<file path="src/dtc_pkg.sv">
// Purpose: constants for the dual timer/counter block
// Assumes: one 25 MHz core clock, synchronous active-high reset
// Notes: register index times four gives the byte address
//
// Overview of operation
// - Two independent 16-bit units, 0 and 1, each timer or event counter.
// - Timer operation counts one step per machine cycle of 12 core clocks.
// - Counter operation steps on a high-to-low edge of the unit's count input.
// - Edge recognition takes two machine cycles; top rate is 1/24 of the core clock.
// - A unit counts only while its run-enable bit is set.
// - Gate-qualify bit set: count only while run-enable set and input high.
// - Count-select bit 1 picks falling-edge counting, 0 picks machine cycles.
// - Mode field is bits 5:4 for unit 1 and 1:0 for unit 0.
// - Mode 00 13-bit, 01 16-bit, 10 8-bit auto-reload, 11 special.
// - Unit 1 in mode 3 stops and holds its count.
// - Unit 0 in mode 3 splits into two independent 8-bit counters.
// - Wrap from all ones to zero sets the unit's overflow flag.
// - Setting run-enable leaves count bytes untouched; counting resumes.
// - Mode register resets to zero.
// - Mode 2 low-byte overflow sets flag and reloads low from high.
// - Unit 0 mode 3 high byte times cycles with unit 1 run and flag.
// - Overflow flags clear by software or on interrupt service.
package dtc_pkg;
  localparam int unsigned MC_DIV = 12;
  localparam logic [3:0] MC_LAST = 4'(MC_DIV - 1);
  localparam int unsigned AW = 10;
  localparam int unsigned DW = 32;
  localparam logic [7:0] IDX_RUN  = 8'h88;
  localparam logic [7:0] IDX_MODE = 8'h89;
  localparam logic [7:0] IDX_LO0  = 8'h8a;
  localparam logic [7:0] IDX_LO1  = 8'h8b;
  localparam logic [7:0] IDX_HI0  = 8'h8c;
  localparam logic [7:0] IDX_HI1  = 8'h8d;
  localparam logic [7:0] MODE_RST = 8'h00;
  localparam logic [1:0] RUN_RST  = 2'h0;
  localparam logic [1:0] FLAG_RST = 2'h0;
  localparam logic [7:0] CNT_RST  = 8'h00;
  localparam int unsigned UNIT_STRIDE = 4;
  localparam int unsigned FLD_GATE = 3;
  localparam int unsigned FLD_CT   = 2;
  localparam int unsigned FLD_MODE = 0;
  localparam int unsigned RC_FLAG1 = 7;
  localparam int unsigned RC_RUN1  = 6;
  localparam int unsigned RC_FLAG0 = 5;
  localparam int unsigned RC_RUN0  = 4;
  localparam logic [4:0] PRESC_MAX = 5'h1f;
  localparam logic [7:0] BYTE_MAX  = 8'hff;
  typedef enum logic [1:0] {
    MODE_13    = 2'b00,
    MODE_16    = 2'b01,
    MODE_RLD   = 2'b10,
    MODE_SPLIT = 2'b11
  } dtc_mode_t;
  typedef enum logic {
    BUS_WAIT = 1'b0,
    BUS_ACK  = 1'b1
  } dtc_bus_t;
endpackage

</file>
<file path="src/dtc_top.sv">
// Purpose: two 16-bit timer/counters behind an Avalon-MM slave
// Assumes: count pins are asynchronous to i_clk_sys
// Notes: every access costs one wait cycle
`timescale 1ns/100ps
`default_nettype none
module dtc_top (
  // clock and reset
  input  wire logic                     i_clk_sys,
  input  wire logic                     i_sys_rst,
  // avalon-mm slave
  input  wire logic [dtc_pkg::AW-1:0]   i_avs_address,
  input  wire logic                     i_avs_read,
  input  wire logic                     i_avs_write,
  input  wire logic [3:0]               i_avs_byteenable,
  input  wire logic [dtc_pkg::DW-1:0]   i_avs_writedata,
  output logic      [dtc_pkg::DW-1:0]   o_avs_readdata,
  output logic                          o_avs_waitrequest,
  // external count and gate pins
  input  wire logic                     i_count_input_0,
  input  wire logic                     i_count_input_1,
  // interrupt service
  input  wire logic                     i_irq_ack_0,
  input  wire logic                     i_irq_ack_1,
  output logic                          o_ovf_flag_0,
  output logic                          o_ovf_flag_1
);
  dtc_pkg::dtc_bus_t   bus_reg;
  logic                wait_reg;
  logic [dtc_pkg::DW-1:0] rdata_reg;
  logic [7:0]          rd_mux;
  logic [7:0]          wr_idx;
  logic [7:0]          wdata;
  logic                wr_fire;
  logic [7:0]          mode_reg;
  logic [1:0]          run_reg;
  logic [1:0]          flag_reg;
  logic [1:0]          flag_set;
  logic [3:0]          mc_cnt_reg;
  logic                mc_tick;
  logic [1:0]          pin;
  logic                split0;

  assign pin     = {i_count_input_1, i_count_input_0};
  assign wr_idx  = i_avs_address[dtc_pkg::AW-1:2];
  assign wdata   = i_avs_writedata[7:0];
  assign wr_fire = i_avs_write & ~wait_reg & i_avs_byteenable[0];
  assign mc_tick = (mc_cnt_reg == dtc_pkg::MC_LAST);

  // bus handshake: drop waitrequest for one cycle per request
  always_ff @(posedge i_clk_sys) begin
    if (i_sys_rst) begin
      bus_reg  <= dtc_pkg::BUS_WAIT;
      wait_reg <= 1'b1;
    end else if (bus_reg == dtc_pkg::BUS_WAIT) begin
      if (i_avs_read | i_avs_write) begin
        bus_reg  <= dtc_pkg::BUS_ACK;
        wait_reg <= 1'b0;
      end
    end else begin
      bus_reg  <= dtc_pkg::BUS_WAIT;
      wait_reg <= 1'b1;
    end
  end

  // read data is latched as waitrequest falls so it stands at the ack edge
  always_ff @(posedge i_clk_sys) begin
    if (i_sys_rst) begin
      rdata_reg <= '0;
    end else if (i_avs_read & wait_reg & (bus_reg == dtc_pkg::BUS_WAIT)) begin
      rdata_reg <= {24'h00_0000, rd_mux};
    end
  end

  always_comb begin
    case (wr_idx)
      dtc_pkg::IDX_RUN:  rd_mux = {flag_reg[1], run_reg[1], flag_reg[0], run_reg[0], 4'h0};
      dtc_pkg::IDX_MODE: rd_mux = mode_reg;
      dtc_pkg::IDX_LO0:  rd_mux = g_unit[0].lo_reg;
      dtc_pkg::IDX_LO1:  rd_mux = g_unit[1].lo_reg;
      dtc_pkg::IDX_HI0:  rd_mux = g_unit[0].hi_reg;
      dtc_pkg::IDX_HI1:  rd_mux = g_unit[1].hi_reg;
      default:           rd_mux = 8'h00;
    endcase
  end

  // mode register
  always_ff @(posedge i_clk_sys) begin
    if (i_sys_rst) begin
      mode_reg <= dtc_pkg::MODE_RST;
    end else if (wr_fire && wr_idx == dtc_pkg::IDX_MODE) begin
      mode_reg <= wdata;
    end
  end

  // run-enable bits; count bytes are not touched here
  always_ff @(posedge i_clk_sys) begin
    if (i_sys_rst) begin
      run_reg <= dtc_pkg::RUN_RST;
    end else if (wr_fire && wr_idx == dtc_pkg::IDX_RUN) begin
      run_reg <= {wdata[dtc_pkg::RC_RUN1], wdata[dtc_pkg::RC_RUN0]};
    end
  end

  // machine cycle prescaler, one tick per 12 core clocks
  always_ff @(posedge i_clk_sys) begin
    if (i_sys_rst) begin
      mc_cnt_reg <= 4'h0;
    end else if (mc_tick) begin
      mc_cnt_reg <= 4'h0;
    end else begin
      mc_cnt_reg <= mc_cnt_reg + 4'h1;
    end
  end

  assign split0 = (mode_reg[1:0] == dtc_pkg::MODE_SPLIT);

  // unit 1 flag follows the split high byte of unit 0 while it is borrowed
  assign flag_set[0] = g_unit[0].ovf_lo;
  assign flag_set[1] = split0 ? g_unit[0].ovf_hi : g_unit[1].ovf_lo;

  // hardware set beats a software clear or an ack in the same cycle
  always_ff @(posedge i_clk_sys) begin
    if (i_sys_rst) begin
      flag_reg <= dtc_pkg::FLAG_RST;
    end else begin
      for (int k = 0; k < 2; k++) begin
        if (flag_set[k]) begin
          flag_reg[k] <= 1'b1;
        end else if (k == 0 ? i_irq_ack_0 : i_irq_ack_1) begin
          flag_reg[k] <= 1'b0;
        end else if (wr_fire && wr_idx == dtc_pkg::IDX_RUN) begin
          flag_reg[k] <= wdata[k == 0 ? dtc_pkg::RC_FLAG0 : dtc_pkg::RC_FLAG1];
        end
      end
    end
  end

  for (genvar n = 0; n < 2; n++) begin : g_unit
    logic [7:0]          lo_reg;
    logic [7:0]          hi_reg;
    logic [7:0]          lo_next;
    logic [7:0]          hi_next;
    logic                s1_reg;
    logic                s2_reg;
    logic                samp_reg;
    logic                prev_reg;
    logic [3:0]          ctl;
    dtc_pkg::dtc_mode_t  mode;
    logic                edge_ev;
    logic                inc;
    logic                ovf_lo;
    logic                ovf_hi;
    logic                wr_lo;
    logic                wr_hi;

    assign ctl   = mode_reg[n*dtc_pkg::UNIT_STRIDE +: 4];
    assign mode  = dtc_pkg::dtc_mode_t'(ctl[dtc_pkg::FLD_MODE +: 2]);
    assign wr_lo = wr_fire && wr_idx == (n == 0 ? dtc_pkg::IDX_LO0 : dtc_pkg::IDX_LO1);
    assign wr_hi = wr_fire && wr_idx == (n == 0 ? dtc_pkg::IDX_HI0 : dtc_pkg::IDX_HI1);

    // two-flop synchroniser on the pin
    always_ff @(posedge i_clk_sys) begin
      if (i_sys_rst) begin
        s1_reg <= 1'b1;
        s2_reg <= 1'b1;
      end else begin
        s1_reg <= pin[n];
        s2_reg <= s1_reg;
      end
    end

    // sampling once per machine cycle: a level shorter than that may be missed
    always_ff @(posedge i_clk_sys) begin
      if (i_sys_rst) begin
        samp_reg <= 1'b1;
        prev_reg <= 1'b1;
      end else if (mc_tick) begin
        samp_reg <= s2_reg;
        prev_reg <= samp_reg;
      end
    end

    // edge counted on the tick after the low sample: two machine cycles
    assign edge_ev = mc_tick & prev_reg & ~samp_reg;
    assign inc = (ctl[dtc_pkg::FLD_CT] ? edge_ev : mc_tick)
               & run_reg[n]
               & (~ctl[dtc_pkg::FLD_GATE] | s2_reg);

    always_comb begin
      lo_next = lo_reg;
      hi_next = hi_reg;
      ovf_lo  = 1'b0;
      ovf_hi  = 1'b0;
      case (mode)
        dtc_pkg::MODE_13: begin
          if (inc) begin
            lo_next[4:0] = lo_reg[4:0] + 5'h01;
            if (lo_reg[4:0] == dtc_pkg::PRESC_MAX) begin
              hi_next = hi_reg + 8'h01;
              ovf_lo  = (hi_reg == dtc_pkg::BYTE_MAX);
            end
          end
        end
        dtc_pkg::MODE_16: begin
          if (inc) begin
            {hi_next, lo_next} = {hi_reg, lo_reg} + 16'h0001;
            ovf_lo = (hi_reg == dtc_pkg::BYTE_MAX) && (lo_reg == dtc_pkg::BYTE_MAX);
          end
        end
        dtc_pkg::MODE_RLD: begin
          if (inc) begin
            if (lo_reg == dtc_pkg::BYTE_MAX) begin
              lo_next = hi_reg;
              ovf_lo  = 1'b1;
            end else begin
              lo_next = lo_reg + 8'h01;
            end
          end
        end
        default: begin
          // unit 1 holds here; unit 0 splits into two byte counters
          if (n == 0) begin
            if (inc) begin
              lo_next = lo_reg + 8'h01;
              ovf_lo  = (lo_reg == dtc_pkg::BYTE_MAX);
            end
            if (mc_tick & run_reg[1]) begin
              hi_next = hi_reg + 8'h01;
              ovf_hi  = (hi_reg == dtc_pkg::BYTE_MAX);
            end
          end
        end
      endcase
      // a software write to a byte wins over counting in that cycle
      if (wr_lo) begin
        lo_next = wdata;
      end
      if (wr_hi) begin
        hi_next = wdata;
      end
    end

    always_ff @(posedge i_clk_sys) begin
      if (i_sys_rst) begin
        lo_reg <= dtc_pkg::CNT_RST;
        hi_reg <= dtc_pkg::CNT_RST;
      end else begin
        lo_reg <= lo_next;
        hi_reg <= hi_next;
      end
    end
  end

  assign o_avs_readdata    = rdata_reg;
  assign o_avs_waitrequest = wait_reg;
  assign o_ovf_flag_0      = flag_reg[0];
  assign o_ovf_flag_1      = flag_reg[1];
endmodule // dtc_top
`default_nettype wire

</file>
<file path="config.mk">
export PLATFORM = sky130hd
export DESIGN_NAME = dtc_top
export DESIGN_NICKNAME = d
export VERILOG_FILES = /design/src/dtc_pkg.sv /design/src/dtc_top.sv
export SDC_FILE = /design/constraint.sdc
export NUM_CORES = 1
export LEC_CHECK = 0
export BUFFER_PORTS_ARGS = -buffer_cell sky130_fd_sc_hd__buf_4
export CAP_MARGIN = 20
export CELL_PAD_IN_SITES_DETAIL_PLACEMENT = 1
export CELL_PAD_IN_SITES_GLOBAL_PLACEMENT = 1
export CORE_MARGIN = 2
export CORE_UTILIZATION = 42
export CTS_BUF_LIST = sky130_fd_sc_hd__clkbuf_2 sky130_fd_sc_hd__clkbuf_4 sky130_fd_sc_hd__clkbuf_8
export CTS_CLUSTER_SIZE = 14
export DETAILED_ROUTE_END_ITERATION = 8
export PLACE_DENSITY_LB_ADDON = 0.1
export SLEW_MARGIN = 20
export SYNTH_ARGS = -nofsm -noshare
export SYNTH_HDL_FRONTEND = slang
export SYNTH_SLANG_ARGS = --single-unit
</file>
<file path="constraint.sdc">
create_clock -name i_clk_sys -period 3.13 [get_ports i_clk_sys]
set_input_delay 0.1565 -clock i_clk_sys [delete_from_list [all_inputs] [get_ports i_clk_sys]]
set_output_delay 0.1565 -clock i_clk_sys [all_outputs]
set_load 0.01 [all_outputs]
</file>
## Yosys cells after proc, flatten, opt, wreduce, memory -nomap -nowiden

Cells that the tools add are included.

| word-level totals | value |
|---|---|
| logic and storage cells | 159 |
| bits in registers | 66 |
| output and inout bits | 35 |

| cells by class | value |
|---|---|
| bitwise logic cells | 22 |
| add/sub/neg operators | 9 |
| muxes and demuxes | 52 |
| reductions and logical operators | 25 |
| equality and inequality tests | 29 |

Operators with widths:

| cell | count |
|---|---|
| 8-bit two-way mux | 18 |
| 8-bit equality test, second input constant | 10 |
| 8-bit case mux with 6 select lines | 1 |
| 16-bit by 1-bit adder with 16-bit output, second input constant | 2 |
| 8-bit by 1-bit adder with 8-bit output, second input constant | 4 |
| 5-bit case mux with 3 select lines | 2 |
| 3-bit inequality test, second input constant | 9 |
| 8-bit case mux with 3 select lines | 1 |
| 1-bit two-way mux | 23 |
| 8-bit case mux with 2 select lines | 1 |
| 1-bit bitwise AND | 13 |
| 3-bit nonzero test | 4 |
| 5-bit by 1-bit adder with 5-bit output, second input constant | 2 |
| 5-bit equality test, second input constant | 2 |
| 5-bit two-way mux | 2 |
| 3-bit case mux with 3 select lines | 1 |
| 1-bit logical AND | 8 |
| 4-bit AND reduction | 2 |
| 4-bit nonzero test | 2 |
| 2-bit equality test, second input constant | 3 |
| 1-bit NOT | 6 |
| 1-bit case mux with 3 select lines | 2 |
| 3-bit case mux with 2 select lines | 1 |
| 5-bit AND reduction | 1 |
| 11 further kinds | 17 |

## Depth between registers and ports, before layout

Gate-level depths: netlist (run 1).

| logic depth | value |
|---|---|
| depth in word-level cells | 10 |
| gate-level depth with buffers | 9 |

## Worst setup path before layout (run 1)

No wires, ideal clock.

| path | value |
|---|---|
| path kind | register to register |
| start point | register g_unit[0].lo_reg[0] |
| end point | register g_unit[0].hi_reg[4] |
| setup slack | 0.869 ns |
| data arrival time | 2.175 ns |
| data required time | 3.044 ns |
| path buffers | 0 |
| cell stages (with the launch flop) | 10 |
| cell sequence | dfxtp_1 > ha_1 > and3_1 > ha_1 > inv_1 > a221oi_2 > o221ai_1 > or3_1 > xor2_1 > a211oi_1 |

| between the ends | value |
|---|---|
| longest elaborated chain between the ends | 4 |
| elaborated cells on any way between the ends | 7 |
| those cells by class | add/sub: 1; eq/ne: 2; mux: 3; reduce/logical: 1 |

Ends and longest elaborated chain:

| element | RTL line | RTL |
|---|---|---|
| start: declaration | dtc_top.sv:139 | `logic [7:0] lo_reg;` |
| start signal: assignment | dtc_top.sv:245 | `lo_reg <= dtc_pkg::CNT_RST;` |
| start signal: assignment | dtc_top.sv:248 | `lo_reg <= lo_next;` |
| 16-bit by 1-bit adder with 16-bit output | dtc_top.sv:206 | `{hi_next, lo_next} = {hi_reg, lo_reg} + 16'h0001;` |
| 8-bit two-way mux | dtc_top.sv:205 | `if (inc) begin` |
| 8-bit case mux with 3 select lines | dtc_top.sv:194 | `case (mode)` |
| 8-bit two-way mux | dtc_top.sv:238 | `if (wr_hi) begin` |
| end signal: assignment | dtc_top.sv:246 | `hi_reg <= dtc_pkg::CNT_RST;` |
| end signal: assignment | dtc_top.sv:249 | `hi_reg <= hi_next;` |
| end: declaration | dtc_top.sv:140 | `logic [7:0] hi_reg;` |

Parallel ways exist; a longest one is shown, timed or not. The select of a mux whose other input is x is not followed.
A chain may end at the register's enable or synchronous reset.

## Worst setup path in the final report (run 1)

Ends and elaborated chain as after synthesis.

==> results of run 1 <==
[cell usage in the layout, fill, tap and decap left out, drive strengths merged, types with 3 or more instances in the layout]
cell,count
nand4,10
o21ai,25
nand3,21
xor2,7
clkinvlp,3
and3,5
a31oi,7
or3,12
mux2i,19
clkbuf,9
a211o,6
ha,15
xnor2,13
a21oi,18
dfxtp,66
or2,5
a221oi,11
o211ai,4
nor3,16
a21o,5
a311oi,3
conb,24
nor2,72
nor3b,3
mux4,4
nor2b,8
nor4,4
nand2b,4
a22oi,5
buf,37
inv,18
nand2,40
o21bai,3
a211oi,17
[metal layers]
metal / GRT usage / wire length (um) / part of all wire / vias up
met4: 0.09774 / 336 / 0.025 / 0
li1: - / - / - / 1906
met1: 0.3411 / 6302 / 0.46 / 1979
met3: 0.04205 / 663 / 0.048 / 25
met2: 0.4194 / 6404 / 0.47 / 112
met5: 0 / 0 / 0 / -
[cell type report]
| class | instances | area [um^2] | share of cell area |
|---|---|---|---|
| Multi-Input combinational cell | 416 | 2711 | 0.5673 |
| Sequential cell | 66 | 1321 | 0.2764 |
| Timing Repair Buffer | 39 | 297.8 | 0.06230 |
| Tap cell | 136 | 170.2 | 0.03560 |
| Clock buffer | 9 | 123.9 | 0.02592 |
| Clock inverter | 6 | 91.34 | 0.01911 |
| Inverter | 17 | 63.81 | 0.01335 |
[power by group]
group          internal [mW]  total [mW]  switching (mW)  leakage (nW)
combinational         0.0492       0.132          0.0829          1.10
clock                  0.447       0.831           0.384        0.0979
sequential             0.852       0.860         0.00867         0.534
total                   1.35        1.82           0.476          1.74
[how the worst max path moves through the flow]
stage / to / slack [ns] / depth (start not counted)
floorplan: g_unit[0].hi_reg[4]$_SDFFE_PP0P_ / 0.87 / 9
global placement: g_unit[0].hi_reg[4]$_SDFFE_PP0P_ / 0.64 / 9
detailed placement: g_unit[0].hi_reg[6]$_SDFFE_PP0P_ / 0.60 / 9
CTS: g_unit[0].hi_reg[4]$_SDFFE_PP0P_ / 0.57 / 9
global route: g_unit[0].hi_reg[4]$_SDFFE_PP0P_ / 0.31 / 9
finish: g_unit[0].hi_reg[4]$_SDFFE_PP0P_ / 0.53 / 9
[worst max-delay path, stage by stage (launching register included)]
cell and delay (ns):
dfxtp_1 0.46, ha_1 0.30, and3_1 0.19, ha_1 0.18, inv_1 0.06, a221oi_2 0.34, o221ai_1 0.26, or3_1 0.37
xor2_1 0.15, a211oi_1 0.22
[what timing repair did]
item	4_1_cts	5_1_grt
setup buffers	0	0
hold buffers	2	0
endpoints found under the hold margin	2	0
[metrics by stage]
step           instance area, um^2  utilization  setup WS (ns)
6_report                      4780       0.4693         0.5275
5_1_grt                       4780       0.4693         0.3105
4_1_cts                       4780       0.4693         0.5664
3_5_place_dp                  4544       0.4462         0.6046
3_3_place_gp                  4544       0.4462         0.6415
2_1_floorplan                 4420            -         0.8691
[logic make-up (layout without fill, tap and decap cells)]
kind of cell	Yosys count	after routing	share of synthesized area
AOI/OAI and AO/OA	122	122	0.1998
xor gates and xnor gates	20	20	0.04042
adders and majority gates	15	15	0.04330
buffers and inverters	68	71	0.08949
DFF	66	66	0.3049
muxes	25	25	0.06986
other	1	24	0.0008652
and+or+nand+nor	210	210	0.2514
==> results.yml, run 1 <==
run_status:
  status: "finished, final reports clean"
global_routing:
  grt_start_max_net_pins: 65
  grt_pass1_wl_um: 22050
  overflow: 0
  grt_pass1_vias: 4047
  grt_use_total: 0.2570
  antenna_found_initial: 0
placed_design:
  dp_hpwl_um: 9949
  dpl.cell_count: 672
  io_buffers: 35
  gp_congestion: 0.8431
timing:
  timing.hold.ws_ns: 0.1030
  maxSlewHeadroom: 0.4028
  finClkSkew_ns: 0.01019
  rsz0062_at_grt: "no"
  fin_crit_ns: 2.602
  slew_viol_final: 0
  hold_viol: 0
  tightestPinTransition_ns: 0.8909
  setup_viol: 0
  setup_tns_ns: 0
  fmax_mhz: 384.2
  min_period_over_period: 0.8315
critical_path:
  startpoint: "g_unit[0].lo_reg[0]$_SDFFE_PP0P_"
  worst-path-max-fanout: 7
  reg2reg_slack_ns: 0.53
  crit_required_ns: 3.41
  rr_endpoint: "g_unit[0].hi_reg[4]$_SDFFE_PP0P_"
  timing.rr.start: "g_unit[0].lo_reg[0]$_SDFFE_PP0P_"
  cp.arrival_ns: 2.88
  end_kind: "register"
  path_class: "register to register"
  start_kind: "register"
  rr_worst_depth: 9
die:
  ios: 89
  die_h_um: 105.6
  initial_core_util: 0.4256
  rows: 37
  die_area_mm2: 0.01115
  die_w_um: 105.6
  placeableCoreArea_mm2: 0.01018
clock_tree:
  htreeDepth: 3
  insertion_delay_ns: 0.36
  post_cts_resized: 0
  clockBufferDepth: 2
  cts_sinks: 66
  cts_tree: "yes"
  cts_inserted_buffers: 9
  cts-root-buf: "clkbuf_8"
  clk_pin_slew_ns: 0.08
finish:
  final_cell_count_no_fill: 689
  n_antenna_cell: 0
  fillerInstances: 1261
  fin_nets: 618
  area_delta_synth_final_pct: 10.28
  drive_above_1_share: 0.1429
hold_path:
  hp-class: "input pin to register"
  holdCritStartpoint: "i_irq_ack_1"
  worst_hold_path.endpoint: "flag_reg[1]$_SDFFE_PP0P_"
  whs_path_depth: 3
routing:
  drt_iter0_drc: 183
  wire_per_inst_um: 19.89
  avgViaCountPerCell: 5.837
  firstDrtPassIters: 4
  wl_um: 13710
  via_count: 4022
  drcViolationCount: 0
  ant_nets: 0
power_and_ir_drop:
  power_density_mw_per_mm2: 381.5
  vdd_drop_max_uv: 224.8
  p_total_mw: 1.823
  leakagePower_nw: 1.737
flow_run:
  max-cap-violations: 0
yosys:
  syn_area_mm2: 0.004334
  synth.largest_area_cell: "dfxtp_1"
  ys_seq_elements: 66
  syn_avg_cell_area_um2: 8.224
  yosysUniqueCellTypes: 70
  synthTopCellsByCount: "nor2_1 (72), dfxtp_1 (66), nand2_1 (39), buf_4 (25), o21ai_0 (22)"
  synth_edf_count: 0
  ys_seq_area_frac: 0.3048
  synth_area_leaders: "dfxtp_1 (30%), nor2_1 (6.2%), mux2i_1 (4.4%)"
  yosys_warnings: 0
  synth_most_common_cell: "nor2_1"
  synth_top_area_frac: 0.3048
  synthFlopType: "dfxtp_1"
  synthCells: 527
  synthArstFlopShare: 0
No activity file was read; power rests on OpenSTA's default activity.
==> run 2: changes to the inputs <==
--- a/config.mk
+++ b/config.mk
@@ -10,7 +10,7 @@
 export CELL_PAD_IN_SITES_DETAIL_PLACEMENT = 1
 export CELL_PAD_IN_SITES_GLOBAL_PLACEMENT = 1
 export CORE_MARGIN = 2
-export CORE_UTILIZATION = 42
+export CORE_UTILIZATION = 38
 export CTS_BUF_LIST = sky130_fd_sc_hd__clkbuf_2 sky130_fd_sc_hd__clkbuf_4 sky130_fd_sc_hd__clkbuf_8
 export CTS_CLUSTER_SIZE = 14
 export DETAILED_ROUTE_END_ITERATION = 8
==> constraint.sdc (replaced) <==
create_clock -name i_clk_sys -period 2.3 [get_ports i_clk_sys]
set_input_delay 0.115 -clock i_clk_sys [delete_from_list [all_inputs] [get_ports i_clk_sys]]
set_output_delay 0.115 -clock i_clk_sys [all_outputs]
set_load 0.01 [all_outputs]
==> results.yml, run 2 (synthesis gave the netlist of run 1 again) <==
finish:
  layout_commonest_cell: "nor2_1"
  fin_nets: 648
  area_delta_synth_final_pct: 17.90
  n_antenna_cell: 0
  final_cell_mix: "nor2_1 (70), buf_4 (67), dfxtp_1 (63), nand2_1 (39), conb_1 (24)"
  drive_above_1_share: 0.2243
  fillerInstances: 1345
  final_cell_count_no_fill: 724
die:
  die_w_um: 110.8
  die_h_um: 110.8
  rows: 38
  initial_core_util: 0.3946
  placeableCoreArea_mm2: 0.01098
  die_area_mm2: 0.01228
  ios: 89
clock_tree:
  cts_inserted_buffers: 9
  cts_sinks: 66
  htreeDepth: 3
  clockBufferDepth: 2
  insertion_delay_ns: 0.37
  cts-root-buf: "clkbuf_8"
  cts_tree: "yes"
  clk_pin_slew_ns: 0.08
critical_path:
  worst-path-max-fanout: 5
  cp.arrival_ns: 2.51
  start_kind: "register"
  crit_required_ns: 2.58
  path_class: "register to register"
  end_kind: "register"
  crit_path_max_incr_delay_ns: 0.37
  cpMaxStageDelayCell: "or3_4"
  critical_path.cell_chain: "ha_2 -> and3_2 -> ha_2 -> mux2_4 -> nand2_2 -> or3_4 -> or3_1 -> a311oi_2"
  path_common_cell: "ha_2"
run_status:
  status: "finished, final reports clean"
flow_run:
  max-cap-violations: 0
placed_design:
  dpl_worst_slack_ns: -0.01233
  gp_congestion: 0.8966
  dpl.cell_count: 705
  dp_hpwl_um: 10860
  io_buffers: 35
timing:
  fin_ws_ns: 0.07247
  setup_tns_ns: 0
  maxSlewHeadroom: 0.5887
  tightestPinTransition_ns: 0.6169
  finClkSkew_ns: 0.01353
  rsz0062_at_grt: "no"
  timing.hold.ws_ns: 0.05897
  setup_viol: 0
  fmax_mhz: 448.9
  fin_crit_ns: 2.228
  hold_viol: 0
  min_period_over_period: 0.9685
  slew_viol_final: 0
routing:
  firstDrtPassIters: 4
  drt_iter0_drc: 240
  ant_nets: 0
  wl_um: 14810
  drcViolationCount: 0
  via_count: 4172
  avgViaCountPerCell: 5.762
  wire_per_inst_um: 20.45
global_routing:
  grt_use_total: 0.2422
  grt_pass1_vias: 4173
  grt_start_max_net_pins: 48
  antenna_found_initial: 0
  grt_pass1_wl_um: 23520
  overflow: 0
power_and_ir_drop:
  p_total_mw: 2.508
  power_density_mw_per_mm2: 490.7
  leakagePower_nw: 1.910
  p_sw_frac: 0.2508
  p_sw_uw: 628.8
  vdd_drop_max_uv: 263.4
  seqPwrFrac: 0.467
  power.internal_mw: 1.879
  power_frac_comb: 0.074
  clockPowerShare: 0.459
hold_path:
  hp-class: "input pin to register"
[run 2: cell types whose count changed in the layout (fill, tap and decap cells not counted), sizes merged]
cell and change:
clkinv +2, buf +30, clkinvlp -2, clkbuf +2, inv -1
[run 2: path summary, 6_finish.rpt]
check                                                 startpoint                                to  slack, ns  depth (start not counted)
worst max-delay path            g_unit[1].lo_reg[1]$_SDFFE_PP0P_  g_unit[1].hi_reg[7]$_SDFFE_PP0P_       0.07                          8
worst min register to register       g_unit[0].s1_reg$_SDFF_PP1_       g_unit[0].s2_reg$_SDFF_PP1_       0.42                          1
worst min-delay path                                  i_avs_read                bus_reg$_SDFF_PP0_       0.06                          3
worst max register to register  g_unit[1].lo_reg[1]$_SDFFE_PP0P_  g_unit[1].hi_reg[7]$_SDFFE_PP0P_       0.07                          8
[run 2: final cells by class]
cell class / instances / area [um^2] / share of cell area
Tap cell: 140 / 175.2 / 0.03428
Inverter: 17 / 63.81 / 0.01249
Timing Repair Buffer: 69 / 523.0 / 0.1024
Clock buffer: 11 / 145.1 / 0.02840
Multi-Input combinational cell: 416 / 2800 / 0.5480
Sequential cell: 66 / 1325 / 0.2593
Clock inverter: 5 / 77.57 / 0.01518
[run 2: power by group through the flow]
stage               clock network [mW]  registers (mW)  logic (mW)
floorplan                            0            1.20       0.119
global placement                     0            1.20       0.178
detailed placement                   0            1.20       0.182
CTS                               1.17            1.17       0.185
global route                      1.22            1.17       0.204
finish                            1.15            1.17       0.185
[run 2: critical path, delay by kind of cell (launching register included)]
kind | cells | cell delay, ns
flops | 1 | 0.35
fa+ha+maj | 2 | 0.40
simple gates | 4 | 0.98
mux | 1 | 0.18
compound gates | 1 | 0.24
[run 2: timing repair]
action / CTS / global route
endpoints found under the setup margin: 2 / 12
setup buffers: 0 / 1
gates resized for setup: 1 / 23
pin swaps: 0 / 3
endpoints found under the hold margin: 2 / 0
hold buffers: 2 / 0
[run 2: through the flow]
stage                     instance area [um^2]  utilization
after floorplan                           4420            -
after global placement                    4767       0.4340
after detailed placement                  4767       0.4340
after CTS                                 5016       0.4567
after global routing                      5110       0.4653
final                                     5110       0.4653
[run 2: routing by layer]
metal	routed length, um	GRT usage	part of all wire	vias up
met5	0	0	0	-
met4	209	0.07000	0.014	0
met3	786	0.04647	0.053	16
met2	6977	0.3959	0.47	119
met1	6834	0.3258	0.46	2076
li1	-	-	-	1961
